## src/hdl/ccls_pkg.sv

```systemverilog
package ccls_pkg;

  // ----------------------------------------
  // Capability, request and fault carriers
  // ----------------------------------------
  typedef struct packed {
    logic tag;
    logic sealed;
    logic perm_r;
    logic perm_w;
    logic [63:0] base;
    logic [64:0] top;
    logic [63:0] addr;
  } ccls_cap_t;

  typedef enum logic [2:0] {
    OP_NONE, OP_LW, OP_LD, OP_FLW, OP_FLD, OP_LC, OP_SW, OP_SD
  } ccls_op_t;

  typedef struct packed {
    logic mem_en;
    ccls_op_t op;
    logic store;
    logic [4:0] rd;
    logic [63:0] addr;
    logic [4:0] size;
  } ccls_req_t;

  typedef struct packed {
    logic valid;
    logic illegal;
    logic [5:0] exc;
    logic [3:0] ftype;
    logic [4:0] cause;
  } ccls_flt_t;

  // ----------------------------------------
  // Encodings
  // ----------------------------------------
  localparam logic [1:0] QUAD_C0 = 2'h0;
  localparam logic [1:0] QUAD_C2 = 2'h2;
  localparam logic [2:0] F3_FLD = 3'h1;
  localparam logic [2:0] F3_LW = 3'h2;
  localparam logic [2:0] F3_LD = 3'h3;
  localparam logic [2:0] F3_SW = 3'h6;
  localparam logic [2:0] F3_SD = 3'h7;
  localparam logic [4:0] CSP_IDX = 5'h02;
  localparam logic [1:0] CREG_HI = 2'h1;
  localparam logic [4:0] SIZE_W = 5'h04;
  localparam logic [4:0] SIZE_D = 5'h08;
  localparam logic [4:0] SIZE_C64 = 5'h10;

  // ----------------------------------------
  // Fault codes
  // ----------------------------------------
  localparam logic [4:0] CAUSE_NONE = 5'h00;
  localparam logic [4:0] CAUSE_TAG = 5'h02;
  localparam logic [4:0] CAUSE_SEAL = 5'h03;
  localparam logic [4:0] CAUSE_PERM = 5'h12;
  localparam logic [4:0] CAUSE_LEN = 5'h01;
  localparam logic [5:0] EXC_NONE = 6'h00;
  localparam logic [5:0] EXC_LD_MISAL = 6'h04;
  localparam logic [5:0] EXC_CAP = 6'h1c;
  localparam logic [3:0] TYPE_NONE = 4'h0;
  localparam logic [3:0] TYPE_DATA = 4'h1;

  // ----------------------------------------
  // Register map
  // ----------------------------------------
  localparam logic [3:0] REG_CTRL = 4'h0;
  localparam logic [3:0] REG_STAT = 4'h4;
  localparam logic [3:0] REG_FCNT = 4'h8;
  localparam logic [3:0] REG_FADR = 4'hc;
  localparam int CTRL_RV64 = 0;
  localparam int CTRL_FEN = 1;
  localparam int CTRL_DEN = 2;
  localparam logic [2:0] CTRL_RST = 3'h7;
  localparam int STAT_FLT = 0;
  localparam int STAT_MISAL = 1;
  localparam int STAT_ILL = 2;
  localparam int STAT_CAUSE = 8;

endpackage

```

## src/hdl/ccls_top.sv

```systemverilog
// Design decisions made here: the register addresses and the Wishbone register port.
module ccls_top (
  input wire logic clk_i,
  input wire logic rst_i,
  input wire logic wb_cyc_i,
  input wire logic wb_stb_i,
  input wire logic wb_we_i,
  input wire logic [3:0] wb_adr_i,
  input wire logic [3:0] wb_sel_i,
  input wire logic [31:0] wb_dat_i,
  output logic [31:0] wb_dat_o,
  output logic wb_ack_o,
  input wire logic in_valid_i,
  output logic in_ready_o,
  input wire logic [15:0] instr_i,
  input wire logic pcc_mode_cap_i,
  input wire ccls_pkg::ccls_cap_t ddc_i,
  output logic [4:0] cap_raddr_o,
  input wire ccls_pkg::ccls_cap_t cap_rdata_i,
  output logic out_valid_o,
  input wire logic out_ready_i,
  output ccls_pkg::ccls_req_t req_o,
  output ccls_pkg::ccls_flt_t flt_o
);
  import ccls_pkg::*;

  // ----------------------------------------
  // Declarations
  // ----------------------------------------
  logic [2:0] ctrl_q;
  logic flt_stk_q;
  logic misal_stk_q;
  logic ill_stk_q;
  logic [4:0] last_cause_q;
  logic [31:0] fcnt_q;
  logic [31:0] fadr_q;
  logic ack_q;
  logic [31:0] rdat_q;
  logic out_valid_q;
  ccls_req_t req_q;
  ccls_flt_t flt_q;

  logic rv64;
  logic f_en;
  logic d_en;
  logic cap_mode;
  logic [1:0] quad;
  logic [2:0] f3;
  logic sp_rel;
  logic [4:0] rd_full;
  logic [4:0] rd_c;
  logic [4:0] rs1_c;
  ccls_op_t op;
  logic [9:0] imm;
  logic [4:0] size;
  ccls_cap_t auth;
  logic [63:0] sum;
  logic [63:0] eff_addr;
  logic chk_fault;
  logic [4:0] chk_cause;
  logic misal;
  logic take;
  logic any_fault;
  logic wb_req;
  logic wb_wr;

  // ----------------------------------------
  // Field helpers
  // ----------------------------------------
  // Offset of word forms, register-based or stack-based
  function automatic logic [9:0] imm_word(input logic [15:0] ins, input logic sp);
    logic [9:0] v;
    v = 10'h0;
    if (sp) begin
      v = {2'h0, ins[3:2], ins[12], ins[6:4], 2'h0};
    end else begin
      v = {3'h0, ins[5], ins[12:10], ins[6], 2'h0};
    end
    return v;
  endfunction

  // Offset of doubleword forms, also rv32 capability loads
  function automatic logic [9:0] imm_dbl(input logic [15:0] ins, input logic sp);
    logic [9:0] v;
    v = 10'h0;
    if (sp) begin
      v = {1'b0, ins[4:2], ins[12], ins[6:5], 3'h0};
    end else begin
      v = {2'h0, ins[6:5], ins[12:10], 3'h0};
    end
    return v;
  endfunction

  // Offset of 16-byte capability loads on 64-bit harts
  function automatic logic [9:0] imm_cap64(input logic [15:0] ins, input logic sp);
    logic [9:0] v;
    v = 10'h0;
    if (sp) begin
      v = {ins[5:2], ins[12], ins[6], 4'h0};
    end else begin
      v = {1'b0, ins[10], ins[6:5], ins[12:11], 4'h0};
    end
    return v;
  endfunction

  // ----------------------------------------
  // Configuration and mode
  // ----------------------------------------
  assign rv64 = ctrl_q[CTRL_RV64];
  assign f_en = ctrl_q[CTRL_FEN];
  assign d_en = ctrl_q[CTRL_DEN];
  assign cap_mode = pcc_mode_cap_i;
  assign quad = instr_i[1:0];
  assign f3 = instr_i[15:13];
  assign sp_rel = (quad == QUAD_C2);
  assign rd_full = instr_i[11:7];
  assign rd_c = {CREG_HI, instr_i[4:2]};
  assign rs1_c = {CREG_HI, instr_i[9:7]};

  // ----------------------------------------
  // Decode with mode remapping
  // ----------------------------------------
  always_comb begin
    op = OP_NONE;
    if (quad == QUAD_C0 || quad == QUAD_C2) begin
      unique case (f3)
        F3_LW: op = OP_LW;
        F3_LD: begin
          // 64-bit: doubleword; 32-bit: capability or single float
          if (rv64) begin
            op = OP_LD;
          end else if (cap_mode) begin
            op = OP_LC;
          end else begin
            op = f_en ? OP_FLW : OP_NONE;
          end
        end
        F3_FLD: begin
          if (rv64 && cap_mode) begin
            op = OP_LC;
          end else begin
            op = d_en ? OP_FLD : OP_NONE;
          end
        end
        F3_SW: op = (quad == QUAD_C0) ? OP_SW : OP_NONE;
        F3_SD: op = (quad == QUAD_C0 && rv64) ? OP_SD : OP_NONE;
        default: op = OP_NONE;
      endcase
      // Stack integer and capability loads reserve rd zero
      if (sp_rel && rd_full == 5'h0 && (op == OP_LW || op == OP_LD || op == OP_LC)) begin
        op = OP_NONE;
      end
    end
  end

  // ----------------------------------------
  // Offset and access size
  // ----------------------------------------
  always_comb begin
    imm = 10'h0;
    size = SIZE_W;
    unique case (op)
      OP_LW, OP_FLW, OP_SW: begin
        imm = imm_word(instr_i, sp_rel);
        size = SIZE_W;
      end
      OP_LD, OP_FLD, OP_SD: begin
        imm = imm_dbl(instr_i, sp_rel);
        size = SIZE_D;
      end
      OP_LC: begin
        imm = rv64 ? imm_cap64(instr_i, sp_rel) : imm_dbl(instr_i, sp_rel);
        size = rv64 ? SIZE_C64 : SIZE_D;
      end
      OP_NONE: begin
        imm = 10'h0;
        size = SIZE_W;
      end
    endcase
  end

  // ----------------------------------------
  // Authority selection
  // ----------------------------------------
  // Base register read; stack forms read register two
  assign cap_raddr_o = sp_rel ? CSP_IDX : rs1_c;

  // Capability mode takes the register, legacy the default cap
  always_comb begin
    if (cap_mode) begin
      auth = cap_rdata_i;
    end else begin
      auth = ddc_i;
    end
  end

  // Effective address, truncated on 32-bit harts
  assign sum = cap_rdata_i.addr + {54'h0, imm};
  assign eff_addr = rv64 ? sum : {32'h0, sum[31:0]};

  ccls_auth_chk u_chk (
    .cap_i(auth),
    .addr_i(eff_addr),
    .size_i(size),
    .store_i(op == OP_SW || op == OP_SD),
    .fault_o(chk_fault),
    .cause_o(chk_cause)
  );

  // Natural alignment only enforced on capability loads
  assign misal = (op == OP_LC) && ((eff_addr[4:0] & (size - 5'h01)) != 5'h0);

  assign any_fault = (op != OP_NONE) && (chk_fault || misal);

  // ----------------------------------------
  // Output handshake
  // ----------------------------------------
  assign in_ready_o = !out_valid_q || out_ready_i;
  assign take = in_valid_i && in_ready_o;
  assign out_valid_o = out_valid_q;
  assign req_o = req_q;
  assign flt_o = flt_q;

  // Valid holds until the pipeline takes it
  always_ff @(posedge clk_i or posedge rst_i) begin
    if (rst_i) begin
      out_valid_q <= 1'b0;
    end else if (take) begin
      out_valid_q <= 1'b1;
    end else if (out_ready_i) begin
      out_valid_q <= 1'b0;
    end
  end

  // Request, checked as its expanded form would be
  always_ff @(posedge clk_i or posedge rst_i) begin
    if (rst_i) begin
      req_q <= '0;
    end else if (take) begin
      req_q.mem_en <= (op != OP_NONE) && !any_fault;
      req_q.op <= op;
      req_q.store <= (op == OP_SW || op == OP_SD);
      req_q.rd <= sp_rel ? rd_full : rd_c;
      req_q.addr <= eff_addr;
      req_q.size <= size;
    end
  end

  // Fault report: capability faults ahead of misalignment
  always_ff @(posedge clk_i or posedge rst_i) begin
    if (rst_i) begin
      flt_q <= '0;
    end else if (take) begin
      flt_q <= '0;
      if (op == OP_NONE) begin
        flt_q.illegal <= 1'b1;
      end else if (chk_fault) begin
        flt_q.valid <= 1'b1;
        flt_q.exc <= EXC_CAP;
        flt_q.ftype <= TYPE_DATA;
        flt_q.cause <= chk_cause;
      end else if (misal) begin
        flt_q.valid <= 1'b1;
        flt_q.exc <= EXC_LD_MISAL;
      end
    end
  end

  // ----------------------------------------
  // Wishbone slave
  // ----------------------------------------
  assign wb_req = wb_cyc_i && wb_stb_i && !ack_q;
  assign wb_wr = wb_cyc_i && wb_stb_i && wb_we_i && ack_q; // Write lands with the ack
  assign wb_ack_o = ack_q;
  assign wb_dat_o = rdat_q;

  // One wait state, ack dropped after one cycle
  always_ff @(posedge clk_i or posedge rst_i) begin
    if (rst_i) begin
      ack_q <= 1'b0;
    end else begin
      ack_q <= wb_req;
    end
  end

  // Read mux; unmapped words read zero
  always_ff @(posedge clk_i or posedge rst_i) begin
    if (rst_i) begin
      rdat_q <= 32'h0;
    end else if (wb_req && !wb_we_i) begin
      unique case (wb_adr_i)
        REG_CTRL: rdat_q <= {29'h0, ctrl_q};
        REG_STAT: rdat_q <= {19'h0, last_cause_q, 5'h0, ill_stk_q, misal_stk_q, flt_stk_q};
        REG_FCNT: rdat_q <= fcnt_q;
        REG_FADR: rdat_q <= fadr_q;
        default: rdat_q <= 32'h0;
      endcase
    end
  end

  // Width and float support controls
  always_ff @(posedge clk_i or posedge rst_i) begin
    if (rst_i) begin
      ctrl_q <= CTRL_RST;
    end else if (wb_wr && wb_adr_i == REG_CTRL && wb_sel_i[0]) begin
      ctrl_q <= wb_dat_i[2:0];
    end
  end

  // ----------------------------------------
  // Fault status
  // ----------------------------------------
  // Sticky flags, write one to clear, set wins
  always_ff @(posedge clk_i or posedge rst_i) begin
    if (rst_i) begin
      flt_stk_q <= 1'b0;
      misal_stk_q <= 1'b0;
      ill_stk_q <= 1'b0;
    end else begin
      if (take && any_fault && chk_fault) begin
        flt_stk_q <= 1'b1;
      end else if (wb_wr && wb_adr_i == REG_STAT && wb_sel_i[0] && wb_dat_i[STAT_FLT]) begin
        flt_stk_q <= 1'b0;
      end
      if (take && any_fault && !chk_fault) begin
        misal_stk_q <= 1'b1;
      end else if (wb_wr && wb_adr_i == REG_STAT && wb_sel_i[0] && wb_dat_i[STAT_MISAL]) begin
        misal_stk_q <= 1'b0;
      end
      if (take && op == OP_NONE) begin
        ill_stk_q <= 1'b1;
      end else if (wb_wr && wb_adr_i == REG_STAT && wb_sel_i[0] && wb_dat_i[STAT_ILL]) begin
        ill_stk_q <= 1'b0;
      end
    end
  end

  // Last capability cause and faulting address
  always_ff @(posedge clk_i or posedge rst_i) begin
    if (rst_i) begin
      last_cause_q <= CAUSE_NONE;
      fadr_q <= 32'h0;
    end else if (take && any_fault) begin
      last_cause_q <= chk_fault ? chk_cause : CAUSE_NONE;
      fadr_q <= eff_addr[31:0];
    end
  end

  // Fault counter; any write clears, a fault in the same cycle as the write restarts it at one
  always_ff @(posedge clk_i or posedge rst_i) begin
    if (rst_i) begin
      fcnt_q <= 32'h0;
    end else if (take && any_fault) begin
      if (wb_wr && wb_adr_i == REG_FCNT) begin
        fcnt_q <= 32'h1;
      end else begin
        fcnt_q <= fcnt_q + 32'h1;
      end
    end else if (wb_wr && wb_adr_i == REG_FCNT) begin
      fcnt_q <= 32'h0;
    end
  end

endmodule

```

## src/hdl/ccls_auth_chk.sv

```systemverilog
module ccls_auth_chk (
  input wire ccls_pkg::ccls_cap_t cap_i,
  input wire logic [63:0] addr_i,
  input wire logic [4:0] size_i,
  input wire logic store_i,
  output logic fault_o,
  output logic [4:0] cause_o
);
  import ccls_pkg::*;

  logic [64:0] end_addr;
  logic perm_ok;
  logic out_of_bounds;

  // ----------------------------------------
  // Authority checks
  // ----------------------------------------
  // Last byte plus one, one bit wider to catch wrap
  assign end_addr = {1'b0, addr_i} + {60'h0, size_i};
  assign perm_ok = store_i ? cap_i.perm_w : cap_i.perm_r;
  assign out_of_bounds = (addr_i < cap_i.base) || (end_addr > cap_i.top);

  // First failing check wins
  always_comb begin
    fault_o = 1'b1;
    if (!cap_i.tag) begin
      cause_o = CAUSE_TAG;
    end else if (cap_i.sealed) begin
      cause_o = CAUSE_SEAL;
    end else if (!perm_ok) begin
      cause_o = CAUSE_PERM;
    end else if (out_of_bounds) begin
      cause_o = CAUSE_LEN;
    end else begin
      fault_o = 1'b0;
      cause_o = CAUSE_NONE;
    end
  end

endmodule

```

## config.mk

```make
export PLATFORM = sky130hd
export DESIGN_NAME = ccls_top
export DESIGN_NICKNAME = d
export VERILOG_FILES = /design/src/hdl/ccls_pkg.sv /design/src/hdl/ccls_top.sv /design/src/hdl/ccls_auth_chk.sv
export SDC_FILE = /design/constraint.sdc
export NUM_CORES = 1
export LEC_CHECK = 0
export BUFFER_PORTS_ARGS = -buffer_cell sky130_fd_sc_hd__buf_2
export CORE_AREA = 4 4 230 232
export CTS_BUF_LIST = sky130_fd_sc_hd__clkbuf_16
export DETAILED_ROUTE_END_ITERATION = 10
export DIE_AREA = 0 0 234 236
export PLACE_DENSITY = 0.56
export SLEW_MARGIN = 5
export SYNTH_ARGS = -nofsm -noshare
export SYNTH_HDL_FRONTEND = slang
export SYNTH_SLANG_ARGS = --single-unit
```

## constraint.sdc

```tcl
create_clock -name clk_i -period 14.5 [get_ports clk_i]
set_input_delay 0.725 -clock clk_i [delete_from_list [all_inputs] [get_ports clk_i]]
set_output_delay 0.725 -clock clk_i [all_outputs]
set_load 0.02 [all_outputs]
```

# Word level (Yosys, flattened, before mapping)

Index checks and enable logic that the tools add are counted.
W data, S select, Z words.

Input bits: 458
Output and inout port bits: 136
Register bits after elaboration: 205
Logic and storage cells: 150

Bitwise logic cells: 1
Multiplexer cells: 52
Reductions and logical operators: 51
Equal/unequal tests: 19
$add $sub $neg: 4
$lt $le $gt $ge: 2

Operators with widths:

| operator                | number |
|---|---|
| $mux W197               | 1 |
| $pmux W32 S4            | 1 |
| $mux W32                | 3 |
| $add A64 B5 Y65         | 1 |
| $gt A65 B65 Y1          | 1 |
| $add A64 B10 Y64        | 1 |
| $lt A64 B64 Y1          | 1 |
| $mux W64                | 1 |
| $pmux W10 S4            | 1 |
| $mux W5                 | 7 |
| $add A32 B1 Y32 const B | 1 |
| $mux W3                 | 10 |
| $logic_and A1 B1 Y1     | 25 |
| $eq A3 B3 Y1 const B    | 7 |
| $mux W10                | 2 |
| $mux W1                 | 18 |
| $eq A3 B2 Y1 const B    | 5 |
| $pmux W3 S5             | 1 |
| $pmux W5 S3             | 1 |
| $mux W14                | 1 |
| $reduce_bool A2 Y1      | 5 |
| $eq A3 B1 Y1 const B    | 3 |
| $mux W9                 | 1 |
| $eq A4 B4 Y1 const B    | 2 |
| 18 further kinds        | 29 |

# Logic depth before layout (Yosys ltp)

Word-level depth: 28
Mapped depth: 39

# Hierarchy

Synthesis repeated with hierarchy kept, for this count alone.

Cells, all modules: 2019
Area total of the unflattened synthesis: 17150.2 µm²

Modules (own cells, without submodules):

| module        | times used | cells an instance | area an instance (µm²) | sequential area each (µm²) |
|---|---|---|---|---|
| ccls_top      | 1          | 1355              | 12489.5                | 4883.4 |
| ccls_auth_chk | 1          | 664               | 4660.7                 | 0.0 |

# Worst setup path after synthesis

Ideal clock, no wire load.

Path type: in2reg
Start point: input instr_i[1]
End point: register flt_q (netlist bit flt_o[11])
Buffers on the path: 4
Stages: 34
Data required time: 14382 ps
Library setup time: 118 ps
Path slack: 5793 ps
Data arrival time: 8589 ps
Path through: nor2b_1 > clkbuf_1 > inv_1 > nor3_1 > nand3_1 > nor4b_1 > nor3_1 > nor3_1 > ha_1 > inv_1 > fa_1 > nand2b_1 > a21oi_2 > o21ai_2 > or4_4 > a211o_1 > a211o_1 > or3_1 > or4_4 > buf_6 > nor4b_4 > xor2_1 > ha_1 > nand4_1 > nor2_1 > nand2_1 > o21ai_0 > a211oi_1 > o311ai_0 > o31ai_1 > a21oi_1 > clkbuf_1 > clkbuf_1 > a21o_1

Cells in the longest elaborated chain, start to end: 25

RTL lines:

| item                                                | RTL line                                          | source |
|---|---|---|
| from (decl)                                         | ccls_top.sv:15                                    | `input wire logic [15:0] instr_i,` |
| $logic_not A2 Y1                                    | ccls_top.sv:125, ccls_top.sv:145, ccls_top.sv:146 |  |
| $logic_and A1 B1 Y1                                 | ccls_top.sv:146                                   | `F3_SD: op = (quad == QUAD_C0 && rv64) ? OP_SD : OP_NONE;` |
| $mux W3                                             | ccls_top.sv:146                                   |  |
| $pmux W3 S5                                         | ccls_top.sv:126                                   | `unique case (f3)` |
| $mux W3                                             | ccls_top.sv:125                                   | `if (quad == QUAD_C0 \|\| quad == QUAD_C2) begin` |
| $eq A3 B1 Y1 / $eq A3 B2 Y1 (equally long branches) | ccls_top.sv:150                                   | `if (sp_rel && rd_full == 5'h0 && (op == OP_LW \|\| op == OP_LD \|\| op == OP_LC)) begin` |
| $logic_or A1 B1 Y1 (2 in a row)                     | ccls_top.sv:150                                   |  |
| $logic_and A1 B1 Y1                                 | ccls_top.sv:150                                   |  |
| [8 not listed]                                      | n/a                                               |  |
| $gt A65 B65 Y1                                      | ccls_auth_chk.sv:21                               | `assign out_of_bounds = (addr_i < cap_i.base) \|\| (end_addr > cap_i.top);` |
| $logic_or A1 B1 Y1                                  | ccls_auth_chk.sv:21                               |  |
| $mux W1                                             | ccls_auth_chk.sv:32                               | `end else if (out_of_bounds) begin` |
| $mux W1                                             | ccls_auth_chk.sv:30                               | `end else if (!perm_ok) begin` |
| $mux W1                                             | ccls_auth_chk.sv:28                               | `end else if (cap_i.sealed) begin` |
| $mux W1                                             | ccls_auth_chk.sv:26                               | `if (!cap_i.tag) begin` |
| $mux W5                                             | ccls_top.sv:257                                   | `end else if (chk_fault) begin` |
| $mux W14 *                                          | ccls_top.sv:255                                   | `if (op == OP_NONE) begin` |
| to (decl)                                           | ccls_top.sv:41                                    | `ccls_flt_t flt_q;` |

Mark *: on every way between the ends. The rest lies on a longest branch, timed or not. The select of a mux whose other input is x is not followed.
A chain may end at the register's enable or synchronous reset.

# Worst setup path in the final report

Start point: register ctrl_q[0]
End point: register fadr_q[17]

Cells in the longest elaborated chain, start to end: 25

RTL lines:

| item                                                | RTL line                         | source |
|---|---|---|
| from (decl)                                         | ccls_top.sv:30                   | `logic [2:0] ctrl_q;` |
| from (signal assigned)                              | ccls_top.sv:306                  | `ctrl_q <= wb_dat_i[2:0];` |
| $logic_and A1 B1 Y1, on equally long branches       | ccls_top.sv:146, ccls_top.sv:139 |  |
| $mux W3, on equally long branches                   | ccls_top.sv:146, ccls_top.sv:139 |  |
| $pmux W3 S5                                         | ccls_top.sv:126                  |  |
| $mux W3                                             | ccls_top.sv:125                  |  |
| $eq A3 B1 Y1 / $eq A3 B2 Y1 (equally long branches) | ccls_top.sv:150                  |  |
| $logic_or A1 B1 Y1 (2 in a row)                     | ccls_top.sv:150                  |  |
| $logic_and A1 B1 Y1                                 | ccls_top.sv:150                  |  |
| $mux W3                                             | ccls_top.sv:150                  |  |
| [8 not listed]                                      | n/a                              |  |
| $logic_or A1 B1 Y1                                  | ccls_auth_chk.sv:21              |  |
| $mux W1                                             | ccls_auth_chk.sv:32              |  |
| $mux W1                                             | ccls_auth_chk.sv:30              |  |
| $mux W1                                             | ccls_auth_chk.sv:28              |  |
| $mux W1                                             | ccls_auth_chk.sv:26              |  |
| $logic_or A1 B1 Y1                                  | ccls_top.sv:213                  | `assign any_fault = (op != OP_NONE) && (chk_fault \|\| misal);` |
| $logic_and A1 B1 Y1                                 | ccls_top.sv:213                  |  |
| $logic_and A1 B1 Y1                                 | ccls_top.sv:343                  | `end else if (take && any_fault) begin` |
| to (signal assigned)                                | ccls_top.sv:345                  | `fadr_q <= eff_addr[31:0];` |
| to (decl)                                           | ccls_top.sv:36                   | `logic [31:0] fadr_q;` |

Several ways; a longest one is shown, not always the timed one. The select of a mux whose other input is x is not followed.

==> flow_metrics.env <==
export IMPL_worst_hold_path_type="input port to asynchronous set/reset pin"
export IMPL_maxSlewViolCount=0
export IMPL_wire_per_inst_microns=20.92
export IMPL_cts_hold_buf=0
export IMPL_core_sq_mm=0.05099
export IMPL_critPathArrivalTime_ns=11.93
export IMPL_skew_ns=0.02262
export IMPL_ys_seq_area_share_pct=29.50
export IMPL_status="complete, no violations"
export IMPL_synth_area_sq_mm=0.01621
export IMPL_vias=16180
export IMPL_hold_violations=0
export IMPL_grt_ovfl_total=0
export IMPL_min_period_ns=11.55
export IMPL_drtIter0Drc=953
export IMPL_drive_above_1_share_pct=26.35
export IMPL_cp_slowest_cell="nor3_1"
export IMPL_die_w_microns=234
export IMPL_cts_tree="done"
export IMPL_tns_ns=0
export IMPL_postSynthCellCount=1914
export IMPL_regToRegSetupSlack_ns=2.95
export IMPL_tightest_slew_ns=1.124
export IMPL_start_util_pct=31.80
export IMPL_drt_vias_per_instance=5.313
export IMPL_insertion_delay_ns=0.50
export IMPL_routed_wl_microns=63700
export IMPL_finalSetupViolCount=0
export IMPL_placed_area_sq_mm=0.01926
export IMPL_synth_cell_types=82
export IMPL_ys_warn_count=0
export IMPL_p_leak_nw=10.09
export IMPL_cts_htree_levels=4
export IMPL_cts_root_buf="clkbuf_16"
export IMPL_dp_hpwl_microns=52270
export IMPL_final_cell_area_sq_mm=0.01993
export IMPL_peakVddDrop_v=0.00008188
export IMPL_post_cts_setup_buffers=0
export IMPL_firstDrtPassIters=5
export IMPL_ys_flop_type="dfrtp_1"
export IMPL_crit_path_end_kind="register"
export IMPL_die_h_microns=236
export IMPL_clkTransAtPathRegs_ns=0.09
export IMPL_num_rows=83
export IMPL_rsz0062_at_grt="no"
export IMPL_place_congestion=0.9115
export IMPL_critPathMaxFanout=54
export IMPL_grt_pass1_wl_microns=95360
export IMPL_cts_made_buffers=17
export IMPL_fmax_mhz=86.55
export IMPL_syn_to_final_growth_pct=22.92
export IMPL_antenna_found_initial=32
export IMPL_cp_data_required_time_ns=14.88
export IMPL_cellPowerDensity_mw_per_mm2=77.60
export IMPL_crit_top_cell="buf_4"
export IMPL_clockBufferDepth=2
export IMPL_die_area_sq_mm=0.05522
export IMPL_slew_headroom_pct=25.06
export IMPL_async_flop_share_pct=100.0
export IMPL_ys_ff_latch=191
export IMPL_pin_count=594
export IMPL_final_nets=2942
export IMPL_drc=0
export IMPL_synth_edf_count=0
export IMPL_crit_type="register to register"
export IMPL_r2r_cells=31
export IMPL_grt_use_total_pct=22.61
export IMPL_antenna_left=0
export IMPL_rr_startpoint="ctrl_q[0]$_DFFE_PP1P_"
export IMPL_final_fill_count=5249
export IMPL_drv_cap=0
export IMPL_cpPeakStageDelay_ns=0.75
export IMPL_grt_max_degree=132
export IMPL_critPathLaunchType="register"
export IMPL_cts_sinks=191
export IMPL_grt_pass1_vias=16050
export IMPL_r2r_end="fadr_q[17]$_DFFE_PP0P_"
export IMPL_cts_resized=0
export IMPL_avgSynthCellArea_sq_um=8.471
export IMPL_numPortBuffers=486
export IMPL_timing_final_crit_share_pct=79.68
==> worst max path at each step <==
| stage | startpoint | endpoint | slack, ns |
|---|---|---|---|
| 3_3_place_gp | instr_i[0] | fadr_q[17]$_DFFE_PP0P_ | 2.77 |
| 6_report | ctrl_q[0]$_DFFE_PP1P_ | fadr_q[17]$_DFFE_PP0P_ | 2.95 |
| 5_1_grt | ctrl_q[0]$_DFFE_PP1P_ | fcnt_q[5]$_DFFE_PP0P_ | 1.93 |
| 4_1_cts | ctrl_q[0]$_DFFE_PP1P_ | fadr_q[15]$_DFFE_PP0P_ | 2.87 |
| 2_1_floorplan | instr_i[1] | flt_o[11]$_DFFE_PP0P_ | 5.79 |
| 3_5_place_dp | instr_i[0] | fadr_q[0]$_DFFE_PP0P_ | 2.56 |
==> through the flow <==
stage	hold slack (ns)	setup slack (ns)	util [%]	power (mW)	instances
global placement	0.4502	2.774	37.78	1.020	3001
CTS	0.4366	2.869	39.03	1.564	3033
global route	0.4505	1.926	39.05	1.636	3038
floorplan	0.4448	5.793	-	0.8662	1924
detailed placement	0.4606	2.562	37.78	1.033	3001
finish	0.3815	2.946	39.08	1.546	3045
==> power by group <==
part           leakage [nW]  total [mW]  switching, mW  internal, mW
sequential             2.46       0.627         0.0383         0.588
clock                 0.307       0.527          0.283         0.243
combinational          7.33       0.393          0.231         0.162
==> kinds of logic (layout without fill, tap and decap cells) <==
| logic type | count (synthesis) | in the layout | synth area share, % |
|---|---|---|---|
| AOI/OAI and AO/OA | 387 | 387 | 15.45 |
| buffers and inverters | 184 | 613 | 4.700 |
| DFF | 191 | 191 | 29.50 |
| adders and majority gates | 144 | 144 | 11.21 |
| muxes | 170 | 170 | 10.90 |
| xor gates and xnor gates | 106 | 106 | 5.773 |
| other | 1 | 23 | 0.02313 |
| and+or+nand+nor | 731 | 731 | 22.44 |
==> critical path, delay by kind of cell (launching register included) <==
family	cells	cell delay (ns)
xor+xnor	1	0.12
mux	1	0.39
fa+ha+maj	2	0.70
compound gates	10	2.80
buf+inv	4	1.49
flops	1	0.52
simple gates	13	5.35
==> sequential cells by signal, indices dropped and copies added (netlist names) <==
register and cells:
fcnt_q 32, req_o 77, flt_o 7, ctrl_q 3
out_valid_o 1, misal_stk_q 1, flt_stk_q 1, wb_dat_o 32
wb_ack_o 1, ill_stk_q 1, fadr_q 32, last_cause_q 3
==> Yosys cell counts (5+ instances only) <==
cell type	instances	share of area, %
nand4_1	50	1.9
dfrtp_1	188	29
or2_2	17	0.66
nor4_1	32	1.2
a22o_1	5	0.27
o31a_1	7	0.38
mux2_2	23	1.6
inv_1	73	1.7
nand3_1	59	1.8
buf_1	15	0.35
a22oi_1	30	1.4
o21ai_0	106	3.3
a31o_2	10	0.54
a21oi_1	86	2.7
nand2_1	274	6.3
and4_1	15	0.81
clkbuf_1	75	1.7
or3_1	9	0.35
or4_1	6	0.28
buf_2	6	0.19
nor2_1	113	2.6
ha_1	142	11
nor4b_1	6	0.32
mux2i_1	144	8.9
nand3b_1	5	0.23
o211ai_1	8	0.37
o221ai_1	5	0.27
xnor2_1	69	3.7
and2_1	25	0.96
nand2b_1	12	0.46
a31oi_1	9	0.35
a2111oi_0	9	0.49
nor3_1	30	0.93
and3_1	36	1.4
xor2_1	36	1.9
buf_4	13	0.60
a211oi_1	15	0.69
o21a_1	11	0.51
o22ai_1	5	0.19
nor2b_1	24	0.93
a21o_1	44	2.0
==> layout by cell type (no fill, tap or decap), types with 11 or more instances in the layout <==
cell / instances
a21o_1: 44
nor2b_1: 24
dfrtp_1: 188
diode_2: 12
a22oi_1: 30
clkbuf_16: 17
ha_1: 142
o21a_1: 11
buf_4: 22
inv_1: 72
nand3_1: 59
a211oi_1: 15
and3_1: 36
mux2i_1: 144
conb_1: 11
xor2_1: 36
nor2_1: 112
mux2_2: 23
a21oi_1: 85
and4_1: 15
nand2_1: 273
xnor2_1: 69
buf_2: 485
nand4_1: 50
nor3_1: 30
nor4_1: 31
and2_1: 24
nand2b_1: 12
or2_2: 17
o21ai_0: 106
==> area by class of cell <==
class                           count  area [sq um]  area share [%]
Inverter                           73         281.5           1.413
Sequential cell                   191          4783           24.00
Tap cell                          680         850.8           4.269
Multi-Input combinational cell   1549         10740           53.91
Antenna cell                       12         30.03          0.1507
Timing Repair Buffer              508          2604           13.07
Clock inverter                     15         211.5           1.061
Clock buffer                       17         425.4           2.135
==> metal layers <==
| metal | GRT usage, % | vias up | routed length, microns |
|---|---|---|---|
| met5 | 0 | - | 156 |
| met4 | 6.374 | 22 | 1671 |
| met3 | 5.109 | 110 | 3997 |
| met2 | 38.77 | 545 | 31220 |
| met1 | 28.42 | 7735 | 26660 |
| li1 | - | 7765 | - |
Note: power is estimated with default switching activity, not from simulation.
